### src/inc/tsmc_params.svh
`ifndef TSMC_PARAMS_SVH
`define TSMC_PARAMS_SVH

// seven-bit target address 1001 110
`define TSMC_SMB_ADDR 7'h4E
// command codes
`define TSMC_CMD_CONFIG 8'h03
`define TSMC_CMD_TEMP 8'h01
`define TSMC_CMD_ONE_SHOT 8'h0F
// configuration register layout
`define TSMC_CFG_MASK_BIT 7
`define TSMC_CFG_STANDBY_BIT 6
`define TSMC_CFG_RESERVED_MSB 5
`define TSMC_CFG_RESET 8'h00
`define TSMC_TEMP_RESET 8'h00

`endif

### src/inc/tsmc_pkg.sv
package tsmc_pkg;

    typedef enum logic [3:0] {
        TSMC_IDLE,
        TSMC_ADDR,
        TSMC_ACK_ADDR,
        TSMC_CMD,
        TSMC_ACK_CMD,
        TSMC_DATA,
        TSMC_ACK_DATA,
        TSMC_TX,
        TSMC_TX_ACK,
        TSMC_IGNORE
    } tsmc_bus_t;

    typedef enum logic {
        TSMC_CV_IDLE,
        TSMC_CV_RUN
    } tsmc_conv_st_t;

    typedef struct packed {
        tsmc_bus_t st;
        logic [2:0] bits;
        logic [7:0] sh;
        logic byte_done;
        logic rw;
        logic [7:0] cmd;
        logic [7:0] cfg;
        logic one_shot;
        logic sda_oe;
        logic sda_out;
        logic scl_q;
        logic sda_q;
    } tsmc_slave_t;

    typedef struct packed {
        tsmc_conv_st_t st;
        logic single;
        logic start;
        logic abort;
        logic [7:0] temp;
        logic over;
        logic alert_oe;
        logic alert_out;
    } tsmc_conv_t;

endpackage : tsmc_pkg

### src/inc/tsmc_ctl_if.sv
`timescale 1ns/1ns
interface tsmc_ctl_if;
    logic standby;
    logic mask;
    logic one_shot;
    logic [7:0] temp;

    modport slave_mp (
        output standby,
        output mask,
        output one_shot,
        input temp
    );
    modport conv_mp (
        input standby,
        input mask,
        input one_shot,
        output temp
    );
endinterface : tsmc_ctl_if

### src/core/tsmc_conv.sv
`timescale 1ns/1ns
`include "tsmc_params.svh"
module tsmc_conv
    import tsmc_pkg::*;
(
    input wire logic REF_CLK,
    input wire logic RESET_N,
    tsmc_ctl_if.conv_mp ctl,
    input wire logic CONV_DONE,
    input wire logic [7:0] CONV_RESULT,
    input wire logic [7:0] TEMP_HIGH_LIMIT,
    input wire logic [7:0] TEMP_LOW_LIMIT,
    output logic CONV_START,
    output logic CONV_ABORT,
    output logic SMB_ALERT_N_OUT,
    output logic SMB_ALERT_N_OE
);
    tsmc_conv_t c;
    tsmc_conv_t next_c;
    logic beyond;

    assign beyond = (CONV_RESULT > TEMP_HIGH_LIMIT) || (CONV_RESULT < TEMP_LOW_LIMIT);

    always_comb begin
        next_c = c;
        next_c.start = 1'b0;
        next_c.abort = 1'b0;
        next_c.alert_out = 1'b0;
        case (c.st)
            TSMC_CV_IDLE: begin
                if (!ctl.standby) begin
                    next_c.start = 1'b1;
                    next_c.single = 1'b0;
                    next_c.st = TSMC_CV_RUN;
                end else if (ctl.one_shot) begin
                    next_c.start = 1'b1;
                    next_c.single = 1'b1;
                    next_c.st = TSMC_CV_RUN;
                end
            end
            TSMC_CV_RUN: begin
                // a one-shot in progress is allowed to finish in standby
                if (ctl.standby && !c.single) begin
                    next_c.abort = 1'b1;
                    next_c.st = TSMC_CV_IDLE;
                end else if (CONV_DONE) begin
                    next_c.temp = CONV_RESULT;
                    next_c.over = beyond;
                    next_c.st = TSMC_CV_IDLE;
                end
            end
            default: next_c.st = TSMC_CV_IDLE;
        endcase
        next_c.alert_oe = next_c.over && !ctl.mask;
    end

    always_ff @(posedge REF_CLK) begin
        if (!RESET_N) begin
            c <= '{st: TSMC_CV_IDLE, temp: `TSMC_TEMP_RESET, default: '0};
        end else begin
            c <= next_c;
        end
    end

    assign ctl.temp = c.temp;
    assign CONV_START = c.start;
    assign CONV_ABORT = c.abort;
    assign SMB_ALERT_N_OUT = c.alert_out;
    assign SMB_ALERT_N_OE = c.alert_oe;
endmodule : tsmc_conv

### src/core/tsmc_top.sv
`timescale 1ns/1ns
`include "tsmc_params.svh"
// How it works
// - The sensor answers as an SMBus target only at address 1001 110 and ignores all other transactions.
// - The configuration register is eight bits, mask at bit 7, standby at bit 6, bits 5-0 reserved, reset to zero.
// - With the standby bit at zero the sensor converts continuously without further commands.
// - Writing the standby bit to one aborts conversion at once and stops automatic conversions.
// - In standby each one-shot command that arrives with no conversion running runs exactly one conversion; one arriving mid-conversion is dropped.
// - A one-shot during continuous mode has no guaranteed result and the host must not rely on it.
// - While the mask bit is one the alert output stays deasserted whatever the temperature.
// - The alert output is asserted when a measured temperature lies beyond either threshold.
module tsmc_top
    import tsmc_pkg::*;
(
    input wire logic REF_CLK,
    input wire logic RESET_N,
    input wire logic SMB_CLK_IN,
    input wire logic SMB_DATA_IN,
    output logic SMB_DATA_OUT,
    output logic SMB_DATA_OE,
    output logic SMB_ALERT_N_OUT,
    output logic SMB_ALERT_N_OE,
    input wire logic CONV_DONE,
    input wire logic [7:0] CONV_RESULT,
    input wire logic [7:0] TEMP_HIGH_LIMIT,
    input wire logic [7:0] TEMP_LOW_LIMIT,
    output logic CONV_START,
    output logic CONV_ABORT
);
    tsmc_slave_t s;
    tsmc_slave_t next_s;
    tsmc_ctl_if ctl ();
    logic rise;
    logic fall;
    logic start_cond;
    logic stop_cond;
    logic [7:0] rd_val;

    // value returned for a read; reserved bits always read back as zero
    function automatic logic [7:0] read_value(input logic [7:0] cmd, input logic [7:0] cfg,
                                              input logic [7:0] temp);
        logic [7:0] v;
        v = 8'h00;
        if (cmd == `TSMC_CMD_CONFIG) begin
            v[`TSMC_CFG_MASK_BIT] = cfg[`TSMC_CFG_MASK_BIT];
            v[`TSMC_CFG_STANDBY_BIT] = cfg[`TSMC_CFG_STANDBY_BIT];
        end else if (cmd == `TSMC_CMD_TEMP) begin
            v = temp;
        end
        return v;
    endfunction : read_value

    assign rise = SMB_CLK_IN && !s.scl_q;
    assign fall = !SMB_CLK_IN && s.scl_q;
    assign start_cond = s.scl_q && SMB_CLK_IN && s.sda_q && !SMB_DATA_IN;
    assign stop_cond = s.scl_q && SMB_CLK_IN && !s.sda_q && SMB_DATA_IN;
    assign rd_val = read_value(s.cmd, s.cfg, ctl.temp);

    always_comb begin
        next_s = s;
        next_s.one_shot = 1'b0;
        next_s.sda_out = 1'b0;
        next_s.scl_q = SMB_CLK_IN;
        next_s.sda_q = SMB_DATA_IN;
        if (start_cond) begin
            // repeated start lands here too, keeping the command byte
            next_s.st = TSMC_ADDR;
            next_s.bits = 3'h0;
            next_s.byte_done = 1'b0;
            next_s.sda_oe = 1'b0;
        end else if (stop_cond) begin
            next_s.st = TSMC_IDLE;
            next_s.sda_oe = 1'b0;
        end else begin
            case (s.st)
                TSMC_ADDR, TSMC_CMD, TSMC_DATA: begin
                    if (rise) begin
                        next_s.sh = {s.sh[6:0], SMB_DATA_IN};
                        next_s.bits = s.bits + 3'h1;
                        if (s.bits == 3'h7) begin
                            next_s.byte_done = 1'b1;
                        end
                    end else if (fall && s.byte_done) begin
                        next_s.byte_done = 1'b0;
                        next_s.bits = 3'h0;
                        if (s.st == TSMC_ADDR) begin
                            if (s.sh[7:1] == `TSMC_SMB_ADDR) begin
                                next_s.rw = s.sh[0];
                                next_s.sda_oe = 1'b1;
                                next_s.st = TSMC_ACK_ADDR;
                            end else begin
                                next_s.st = TSMC_IGNORE;
                            end
                        end else if (s.st == TSMC_CMD) begin
                            next_s.cmd = s.sh;
                            // one-shot in continuous mode is still passed on; the converter drops it
                            next_s.one_shot = (s.sh == `TSMC_CMD_ONE_SHOT);
                            next_s.sda_oe = 1'b1;
                            next_s.st = TSMC_ACK_CMD;
                        end else begin
                            if (s.cmd == `TSMC_CMD_CONFIG) begin
                                // reserved bits are not stored, so a careless host cannot wake them
                                next_s.cfg = {s.sh[`TSMC_CFG_MASK_BIT:`TSMC_CFG_STANDBY_BIT], 6'h00};
                            end
                            next_s.sda_oe = 1'b1;
                            next_s.st = TSMC_ACK_DATA;
                        end
                    end
                end
                TSMC_ACK_ADDR: begin
                    if (fall) begin
                        if (s.rw) begin
                            next_s.sh = rd_val;
                            next_s.sda_oe = !rd_val[7];
                            next_s.st = TSMC_TX;
                        end else begin
                            next_s.sda_oe = 1'b0;
                            next_s.st = TSMC_CMD;
                        end
                    end
                end
                TSMC_ACK_CMD, TSMC_ACK_DATA: begin
                    if (fall) begin
                        next_s.sda_oe = 1'b0;
                        next_s.st = TSMC_DATA;
                    end
                end
                TSMC_TX: begin
                    if (rise) begin
                        next_s.bits = s.bits + 3'h1;
                        if (s.bits == 3'h7) begin
                            next_s.byte_done = 1'b1;
                        end
                    end else if (fall) begin
                        if (s.byte_done) begin
                            next_s.byte_done = 1'b0;
                            next_s.bits = 3'h0;
                            next_s.sda_oe = 1'b0;
                            next_s.st = TSMC_TX_ACK;
                        end else begin
                            next_s.sh = {s.sh[6:0], 1'b0};
                            next_s.sda_oe = !s.sh[6];
                        end
                    end
                end
                TSMC_TX_ACK: begin
                    // byte_done reused as the host's acknowledge
                    if (rise) begin
                        next_s.byte_done = !SMB_DATA_IN;
                    end else if (fall) begin
                        next_s.byte_done = 1'b0;
                        if (s.byte_done) begin
                            next_s.sh = rd_val;
                            next_s.sda_oe = !rd_val[7];
                            next_s.st = TSMC_TX;
                        end else begin
                            next_s.st = TSMC_IGNORE;
                        end
                    end
                end
                TSMC_IDLE, TSMC_IGNORE: begin
                    next_s.sda_oe = 1'b0;
                end
                default: begin
                    next_s.st = TSMC_IDLE;
                    next_s.sda_oe = 1'b0;
                end
            endcase
        end
    end

    always_ff @(posedge REF_CLK) begin
        if (!RESET_N) begin
            s <= '{st: TSMC_IDLE, cfg: `TSMC_CFG_RESET, scl_q: 1'b1, sda_q: 1'b1, default: '0};
        end else begin
            s <= next_s;
        end
    end

    assign ctl.standby = s.cfg[`TSMC_CFG_STANDBY_BIT];
    assign ctl.mask = s.cfg[`TSMC_CFG_MASK_BIT];
    assign ctl.one_shot = s.one_shot;
    assign SMB_DATA_OUT = s.sda_out;
    assign SMB_DATA_OE = s.sda_oe;

    tsmc_conv u_conv (
        .REF_CLK(REF_CLK),
        .RESET_N(RESET_N),
        .ctl(ctl.conv_mp),
        .CONV_DONE(CONV_DONE),
        .CONV_RESULT(CONV_RESULT),
        .TEMP_HIGH_LIMIT(TEMP_HIGH_LIMIT),
        .TEMP_LOW_LIMIT(TEMP_LOW_LIMIT),
        .CONV_START(CONV_START),
        .CONV_ABORT(CONV_ABORT),
        .SMB_ALERT_N_OUT(SMB_ALERT_N_OUT),
        .SMB_ALERT_N_OE(SMB_ALERT_N_OE)
    );
endmodule : tsmc_top

### config.mk
export PLATFORM = sky130hd
export DESIGN_NAME = tsmc_top
export DESIGN_NICKNAME = d
export VERILOG_FILES = /design/src/inc/tsmc_pkg.sv /design/src/inc/tsmc_ctl_if.sv /design/src/core/tsmc_conv.sv /design/src/core/tsmc_top.sv
export VERILOG_INCLUDE_DIRS = /design/src /design/src/inc
export SDC_FILE = /design/constraint.sdc
export NUM_CORES = 1
export LEC_CHECK = 0
export BUFFER_PORTS_ARGS = -buffer_cell sky130_fd_sc_hd__buf_4
export CORE_MARGIN = 3
export CORE_UTILIZATION = 42
export DETAILED_ROUTE_END_ITERATION = 16
export PLACE_DENSITY = 0.65
export SKIP_LAST_GASP = 1
export SYNTH_ARGS = -nofsm -noshare
export SYNTH_HDL_FRONTEND = slang
export SYNTH_SLANG_ARGS = --single-unit
### constraint.sdc
create_clock -name REF_CLK -period 2.46 [get_ports REF_CLK]
set_input_delay 0 -clock REF_CLK [delete_from_list [all_inputs] [get_ports REF_CLK]]
set_output_delay 0 -clock REF_CLK [all_outputs]
set_load 0.03 [all_outputs]
Word-level counts from Yosys, hierarchy flattened
Cells that the tools add are included.
- word-level logic and storage cells: 188
- register bits: 46
- output and inout port bits: 6
- input bits: 29
- multiplexer cells: 69
- reduce and logical (&&, ||, !) cells: 42
- add/sub/neg operators: 1
- bitwise operators: 11
- equality and inequality tests: 43
- magnitude comparators: 2
- operators with widths (cell ; count):
    $mux 8 ; 11
    $mux 4 ; 10
    $ne 4x4->1 const B ; 9
    $pmux 8 s4 ; 1
    $mux 30 ; 1
    $reduce_and 10->1 ; 3
    $ne 2x2->1 const B ; 14
    $mux 9 ; 3
    $pmux 4 s6 ; 1
    $mux 1 ; 22
    $mux 20 ; 1
    $mux 19 ; 1
    $mux 18 ; 1
    $ne 3x3->1 const B ; 6
    $mux 17 ; 1
    $eq 4x3->1 const B ; 4
    $mux 16 ; 1
    $mux 3 ; 5
    $mux 7 ; 2
    $reduce_and 7->1 ; 2
    $reduce_and 12->1 ; 1
    $not 1->1 ; 11
    $logic_and 1x1->1 ; 10
    $mux 10 ; 1
    30 further kinds ; 46

Depth between registers and ports, before layout
Gate-level depths: netlist of run 1.
- depth after elaboration: 9
- mapped depth: 9
- depth with buffers taken out: 7

By module
Synthesis of run 1 repeated with hierarchy kept, for this count alone.
- cell total of the unflattened synthesis: 360
- area, all modules: 3024.2 um^2
- modules (own cells, without submodules) (module ; seq. area each (um^2) ; area each (um^2) ; times used ; cells each):
    tsmc_top ; 620.6 ; 2078.2 ; 1 ; 241
    tsmc_conv ; 280.3 ; 945.9 ; 1 ; 119

Worst setup path after synthesis of run 1
Ideal clock, no wire load.
- path kind: flip-flop to flip-flop
- start: register s[1] (netlist name)
- end: register s[13] (netlist name)
- period minus slack after synthesis: 1.830 ns
- path buffers: 2
- arrival time: 1.702 ns
- slack: 0.630 ns
- cell stages (with the launch flop): 10
- data required time: 2.332 ns
- setup time: 0.128 ns
- path through: dfxtp_1 > inv_1 > ha_1 > buf_2 > nand3b_1 > a21o_1 > nor4_2 > buf_4 > mux2i_1 > nor2_1
- longest elaborated chain between the ends: 5
- elaborated cells between the ends (all ways): 13
- classes of those cells: bitwise: 3; reduce/logical: 10
- RTL lines (what ; line ; text):
    from (decl) ; tsmc_top.sv:30 ; tsmc_slave_t s;
    from (signal assigned) ; tsmc_top.sv:176 ; s <= next_s;
    $logic_and 1x1->1 ; tsmc_top.sv:55, tsmc_top.sv:56 ;
    $logic_and 1x1->1 (on tied branches) (2 in a row) ; tsmc_top.sv:55, tsmc_top.sv:56 ;
    $not 1->1 (no source line) ; n/a ;
    $reduce_and 7->1 (no source line) * ; n/a ;
Mark *: on every way between the ends. The rest lies on a longest branch, timed or not.
A chain may end at the register's enable or synchronous reset.

Final worst setup path of run 1
- start: register s[35] (netlist name)
- end: register s[23] (netlist name)
- longest elaborated chain between the ends: 4
- elaborated cells between the ends (all ways): 19
- classes of those cells: eq/ne: 15; mux: 1; reduce/logical: 3
- RTL lines (what ; line ; text):
    $eq 4x1->1, or another cell as far along ; tsmc_top.sv:75 ; case (s.st)
    $reduce_or 3->1 ; tsmc_top.sv:75 ;
    $reduce_bool 4->1 (no source line) or $ne 2x2->1 (tied branches) ; n/a ;
    $reduce_and 12->1 (no source line) ; n/a ;
Parallel ways exist; a longest one is shown, timed or not.

==> results of run 1 <==
cells by family (layout without fill, tap and decap cells):
family          count (synthesis)  count (layout)  share of synthesized area
simple gates                  139             139                      0.273
compound gates                 72              72                      0.187
flops                          45              45                      0.316
buf+inv                        45              82                     0.0772
fa+ha+maj                      20              20                     0.0877
mux                            15              15                     0.0526
xor+xnor                        2               2                    0.00614
other cells                     1               2                    0.00131
cells in the final DEF (no fill, tap or decap), types with 4 or more instances in the layout:
cell           Yosys  routed
a21o_1             5       5
o21ai_0            7       7
ha_1              20      20
clkbuf_8           0       6
nand2b_1           7       7
mux2i_1           15      15
a21oi_1           22      22
a221oi_1           6       6
nand2_1           39      39
nor2b_1            4       4
nor3_1            11      11
buf_4              7      37
nor2_1            32      32
dlygate4sd3_1      0      13
inv_1             24      24
nand3_1            6       6
dfxtp_1           45      45
a211oi_1           5       5
routing by layer:
metal,up-vias,global-route usage,share of wire
met5,-,0,0
met4,0,0.0508,0.0091
met3,6,0.0317,0.047
met2,70,0.288,0.48
met1,1176,0.237,0.46
li1,1280,-,-
final timing paths:
kind / startpoint / to / cells past startpoint
setup / recovery: s[35] / s[23] / 5
hold / removal: CONV_DONE / u_conv.ctl.temp[1] / 6
setup reg to reg: s[35] / s[23] / 5
hold reg to reg: u_conv.ctl.temp[7] / u_conv.ctl.temp[7] / 2
timing repair:
action / CTS / global route
hold buffers: 13 / 0
endpoints found under the setup margin: 0 / 0
hold endpoints to repair: 11 / 0
flip-flops by register name (all words and copies together), names as in the netlist:
register and flops:
ctl.standby 1, SMB_DATA_OE 1, u_conv.SMB_ALERT_N_OE 1, ctl.one_shot 1, u_conv.c 3, u_conv.CONV_ABORT 1
ctl.mask 1, u_conv.CONV_START 1, u_conv.ctl.temp 8, s 27
per-stage QoR:
| step | utilization | cell area, um^2 | worst slack (ns) | hold slack, ns |
|---|---|---|---|---|
| 2_1_floorplan | - | 2860 | 0.630 | 0.0973 |
| 3_3_place_gp | 0.480 | 3100 | 0.391 | 0.221 |
| 3_5_place_dp | 0.480 | 3100 | 0.366 | 0.227 |
| 4_1_cts | 0.518 | 3350 | 0.262 | 0.254 |
| 5_1_grt | 0.518 | 3350 | 0.104 | 0.292 |
| 6_report | 0.518 | 3350 | 0.266 | 0.254 |
where the power goes:
group	total (mW)	leakage, nW	internal [mW]	switching [mW]
combinational	0.543	0.971	0.257	0.286
clock	0.580	0.0585	0.331	0.248
sequential	0.875	0.366	0.787	0.0879
total	2.00	1.40	1.38	0.622
final cells by class:
type | count | area share
inverters | 24 | 0.0269
well taps | 77 | 0.0288
repair buffers | 50 | 0.122
clock inverters | 1 | 0.00897
clock buffers | 7 | 0.0258
flip-flops and latches | 45 | 0.269
multi-input cells | 250 | 0.519
critical path, delay by kind of cell, from the launching register on:
family	cells	cell delay (ns)
and+or+nand+nor	2	0.60
AOI/OAI and AO/OA	2	0.34
DFF	1	0.96
xor gates and xnor gates	1	0.23
==> impl_metrics.py, run 1 <==
metrics = {
    "critical_path": {
        "crit_type": "reg -> reg",
        "r2r_slack_ns": 0.27,
        "required_ns": 2.68,
        "arrival_ns": 2.42,
        "cp_cell_sequence": "xor2_1 > nand2_1 > nor3_2 > a32oi_1 > a211oi_2",
        "crit_path_max_fanout": 28,
        "endpoint_kind": "flip-flop",
        "critical_path.slowest_cell": "dfxtp_1",
        "setup.worst_path.start_class": "flip-flop",
        "cpPeakStageDelay_ns": 0.96,
    },
    "status": {
        "status": "complete, no violations",
    },
    "timing": {
        "slew_headroom": 0.355,
        "tightest_slew_ns": 0.967,
        "setup_viol_count_final": 0,
        "finalCritPeriodShare": 0.892,
        "hold_violations": 0,
        "fin_crit_ns": 2.19,
        "final.setup.tns_ns": 0,
        "rsz0062_at_grt": "no",
        "fin_skew_ns": 0.00525,
        "slew_viol_final": 0,
        "max_freq_mhz": 456,
    },
    "clocking": {
        "postCtsResizedCells": 0,
        "root_buffer": "clkbuf_8",
        "ctsHtreeMaxLevel": 2,
        "post_cts_buffers": 0,
        "clkLatencyLatePin_ns": 0.29,
        "cts_buffer_depth": 2,
        "cts.sinks": 45,
        "cts_tree": "done",
        "clk_pin_slew_ns": 0.09,
        "cts_buffers": 5,
    },
    "job": {
        "maxCapViolCount": 0,
    },
    "yosys": {
        "async_reset_ff_frac": 0,
        "ys.warnings.count": 0,
        "ys_types": 67,
        "synth_area_um2": 2850,
        "synthFlopType": "dfxtp_1",
        "yosysMostFrequentCell": "dfxtp_1",
        "synth_cells": 339,
        "synth-seq-cells": 45,
        "synth_commonest_cells": "45 x dfxtp_1, 39 x nand2_1, 32 x nor2_1",
        "seq_area_frac_synth": 0.316,
        "yosys-top-cells-area": "dfxtp_1 32%, ha_1 8.8%, mux2i_1 5.3%",
        "synth_top_area_frac": 0.316,
        "synth_edf_count": 0,
        "synth_area_leader_cell": "dfxtp_1",
        "syn_area_per_cell_um2": 8.42,
    },
    "grt": {
        "grt_max_degree": 29,
        "antenna_found_initial": 0,
        "grt_pass1_wl_um": 11100,
        "grt_usage": 0.176,
        "grt.overflow.total": 0,
        "grt_pass1_vias": 2384,
    },
    "routing": {
        "first_iter_violations": 125,
        "routed_wl_um": 6520,
        "dr_total_vias": 2532,
        "drt_drc_violations_left": 0,
        "via_per_inst": 5.58,
        "wl_per_cell_um": 14.4,
        "first_pass_iters": 5,
        "postRouteAntennaNets": 0,
    },
    "floorplanning": {
        "die_y_um": 88.4,
        "die_x_um": 88.4,
        "placementRows": 29,
        "initial_core_util": 0.442,
        "fp.dieArea_um2": 7820,
        "core_um2": 6460,
        "boundaryPins": 35,
    },
    "power_and_ir_drop": {
        "ir_drop_mv": 0.243,
        "power_mw": 2.00,
        "p_leak_nw": 1.40,
        "pwr_density_cell_nw_per_um2": 597,
    },
    "final_layout": {
        "finalNonFillerCells": 454,
        "syn2layout_area_growth_pct": 17.3,
        "n_antenna_cell": 0,
        "num-fill-cells": 632,
        "multi_input_area_um2": 1740,
        "seq_area_um2": 901,
        "fin_nets": 425,
        "drive_gt1_frac": 0.156,
    },
    "placement": {
        "place_congestion": 0.834,
        "dp_cells": 433,
        "portBuffers": 32,
        "hpwl_um": 4720,
    },
    "worst_hold_path": {
        "hold_class": "in -> reg",
    },
}
Note: power is estimated with default switching activity, not from simulation.
==> run 2: changes to the inputs <==
--- a/config.mk
+++ b/config.mk
@@ -7,10 +7,12 @@
 export NUM_CORES = 1
 export LEC_CHECK = 0
 export BUFFER_PORTS_ARGS = -buffer_cell sky130_fd_sc_hd__buf_4
+export CELL_PAD_IN_SITES_DETAIL_PLACEMENT = 1
+export CELL_PAD_IN_SITES_GLOBAL_PLACEMENT = 2
 export CORE_MARGIN = 3
-export CORE_UTILIZATION = 42
+export CORE_UTILIZATION = 35
 export DETAILED_ROUTE_END_ITERATION = 16
-export PLACE_DENSITY = 0.65
+export PLACE_DENSITY_LB_ADDON = 0.1
 export SKIP_LAST_GASP = 1
 export SYNTH_ARGS = -nofsm -noshare
 export SYNTH_HDL_FRONTEND = slang
==> run 2 against run 1 <==
Sequential power up 1%. Die area up 19%. Design area up 1.3%. Combinational power down 1%. Largest power group unchanged. Fmax down 0.41%. Largest cell class unchanged.
==> impl_metrics.py, run 2 (synthesis gave the netlist of run 1 again) <==
metrics = {
    "power_and_ir_drop": {
        "comb_power_share": 0.266,
        "p_sw_mw": 0.649,
        "power_mw": 2.02,
        "pwr_density_cell_nw_per_um2": 596,
        "seq_power_share": 0.440,
        "p_clk_frac": 0.294,
        "switching_share": 0.321,
        "p_leak_nw": 1.40,
        "p_int_mw": 1.37,
        "ir_drop_mv": 0.306,
    },
    "grt": {
        "grt_pass1_vias": 2484,
        "antenna_found_initial": 0,
        "grt_pass1_wl_um": 12700,
        "grt_max_degree": 31,
        "grt_usage": 0.173,
        "grt.overflow.total": 0,
    },
    "floorplanning": {
        "placementRows": 32,
        "core_um2": 7810,
        "die_x_um": 96.3,
        "initial_core_util": 0.366,
        "die_y_um": 96.3,
        "boundaryPins": 35,
        "fp.dieArea_um2": 9270,
    },
    "clocking": {
        "cts_buffer_depth": 2,
        "cts_tree": "done",
        "clk_pin_slew_ns": 0.09,
        "clkLatencyLatePin_ns": 0.30,
        "root_buffer": "clkbuf_8",
        "ctsHtreeMaxLevel": 2,
        "cts_buffers": 5,
        "cts.sinks": 45,
    },
    "critical_path": {
        "required_ns": 2.69,
        "setup.worst_path.start_class": "flip-flop",
        "crit_type": "reg -> reg",
        "crit_path_max_fanout": 21,
        "endpoint_kind": "flip-flop",
        "arrival_ns": 2.43,
    },
    "timing": {
        "max_freq_mhz": 454,
        "hold_slack_ns": 0.263,
        "fin_crit_ns": 2.20,
        "slew_viol_final": 0,
        "rsz0062_at_grt": "no",
        "layout_setup_ws_ns": 0.257,
        "fin_skew_ns": 0.00971,
        "finalCritPeriodShare": 0.896,
        "final.setup.tns_ns": 0,
        "hold_violations": 0,
        "tightest_slew_ns": 0.743,
        "setup_viol_count_final": 0,
        "slew_headroom": 0.504,
    },
    "worst_hold_path": {
        "hold_class": "in -> reg",
    },
    "final_layout": {
        "drive_gt1_frac": 0.161,
        "finalNonFillerCells": 480,
        "fin_nets": 426,
        "final_common_cell": "dfxtp_1",
        "num-fill-cells": 957,
        "syn2layout_area_growth_pct": 18.8,
        "largest_reg_flops": 27,
        "top_register": "s",
        "fin_util": 0.434,
        "n_antenna_cell": 0,
        "layout_common_cells": "45 x dfxtp_1, 39 x nand2_1, 38 x buf_4",
        "design_area_um2": 3390,
    },
    "routing": {
        "highest_layer": "met4",
        "met3WireLength_um": 123,
        "wl_per_cell_um": 15.6,
        "first_pass_iters": 4,
        "first_iter_violations": 54,
        "drt_drc_violations_left": 0,
        "postRouteAntennaNets": 0,
        "via_per_inst": 5.30,
        "dr_total_vias": 2545,
        "routed_wl_um": 7500,
        "met2WireLength_um": 3790,
        "wl_met1_um": 3510,
    },
    "status": {
        "status": "complete, no violations",
    },
    "placement": {
        "dp_cells": 459,
        "dpl_cell_area_um2": 3140,
        "place_ws_ns": 0.286,
        "portBuffers": 32,
        "hpwl_um": 5600,
        "place_congestion": 0.764,
    },
    "job": {
        "maxCapViolCount": 0,
    },
}
## run 2: cell types whose count changed in the layout (fill, tap and decap cells not counted)
cell / previous run / this run
buf_4: 37 / 38
clkinvlp_4: 0 / 1
clkbuf_1: 1 / 0
## run 2: area by class of cell
| cell class | count | area, um^2 | share of cell area |
|---|---|---|---|
| multi-input cells | 250 | 1740 | 0.512 |
| flip-flops and latches | 45 | 901 | 0.266 |
| repair buffers | 51 | 415 | 0.123 |
| well taps | 102 | 128 | 0.0376 |
| inverters | 24 | 90.1 | 0.0266 |
| clock buffers | 6 | 82.6 | 0.0244 |
| clock inverters | 2 | 37.5 | 0.0111 |
## run 2: critical path, stage by stage, from the launching register on
cell,delay [ns]
dfxtp_1,0.77
nor4b_4,0.43
and2b_1,0.22
o2111a_1,0.40
nor2_1,0.11
a211oi_2,0.20
## run 2: power groups by stage
| stage | sequential (mW) | clock (mW) | combinational (mW) |
|---|---|---|---|
| after global routing | 0.902 | 0.654 | 0.607 |
| final | 0.888 | 0.594 | 0.537 |
| after global placement | 0.901 | 0 | 0.516 |
| after CTS | 0.889 | 0.613 | 0.541 |
| after detailed placement | 0.906 | 0 | 0.521 |
| after floorplan | 0.862 | 0 | 0.406 |
## run 2: repair_timing
action | CTS | global route
hold buffers | 13 | 0
buffers inserted | 0 | 0
endpoints found under the hold margin | 12 | 0
resized for setup | 0 | 0
## run 2: path summary, 6_finish.rpt
path                           start                 end  slack (ns)  cells past startpoint
hold reg to reg   u_conv.ctl.temp[3]  u_conv.ctl.temp[3]        0.46                      2
setup reg to reg               s[37]               s[23]        0.26                      5
setup / recovery               s[37]               s[23]        0.26                      5
hold / removal             CONV_DONE  u_conv.ctl.temp[1]        0.26                      6
## run 2: per-layer routing
metal  up-vias  global-route usage
met2        18               0.293
met5         -                   0
met1      1237               0.230
li1       1284                   -
met4         0              0.0421
met3         6              0.0266
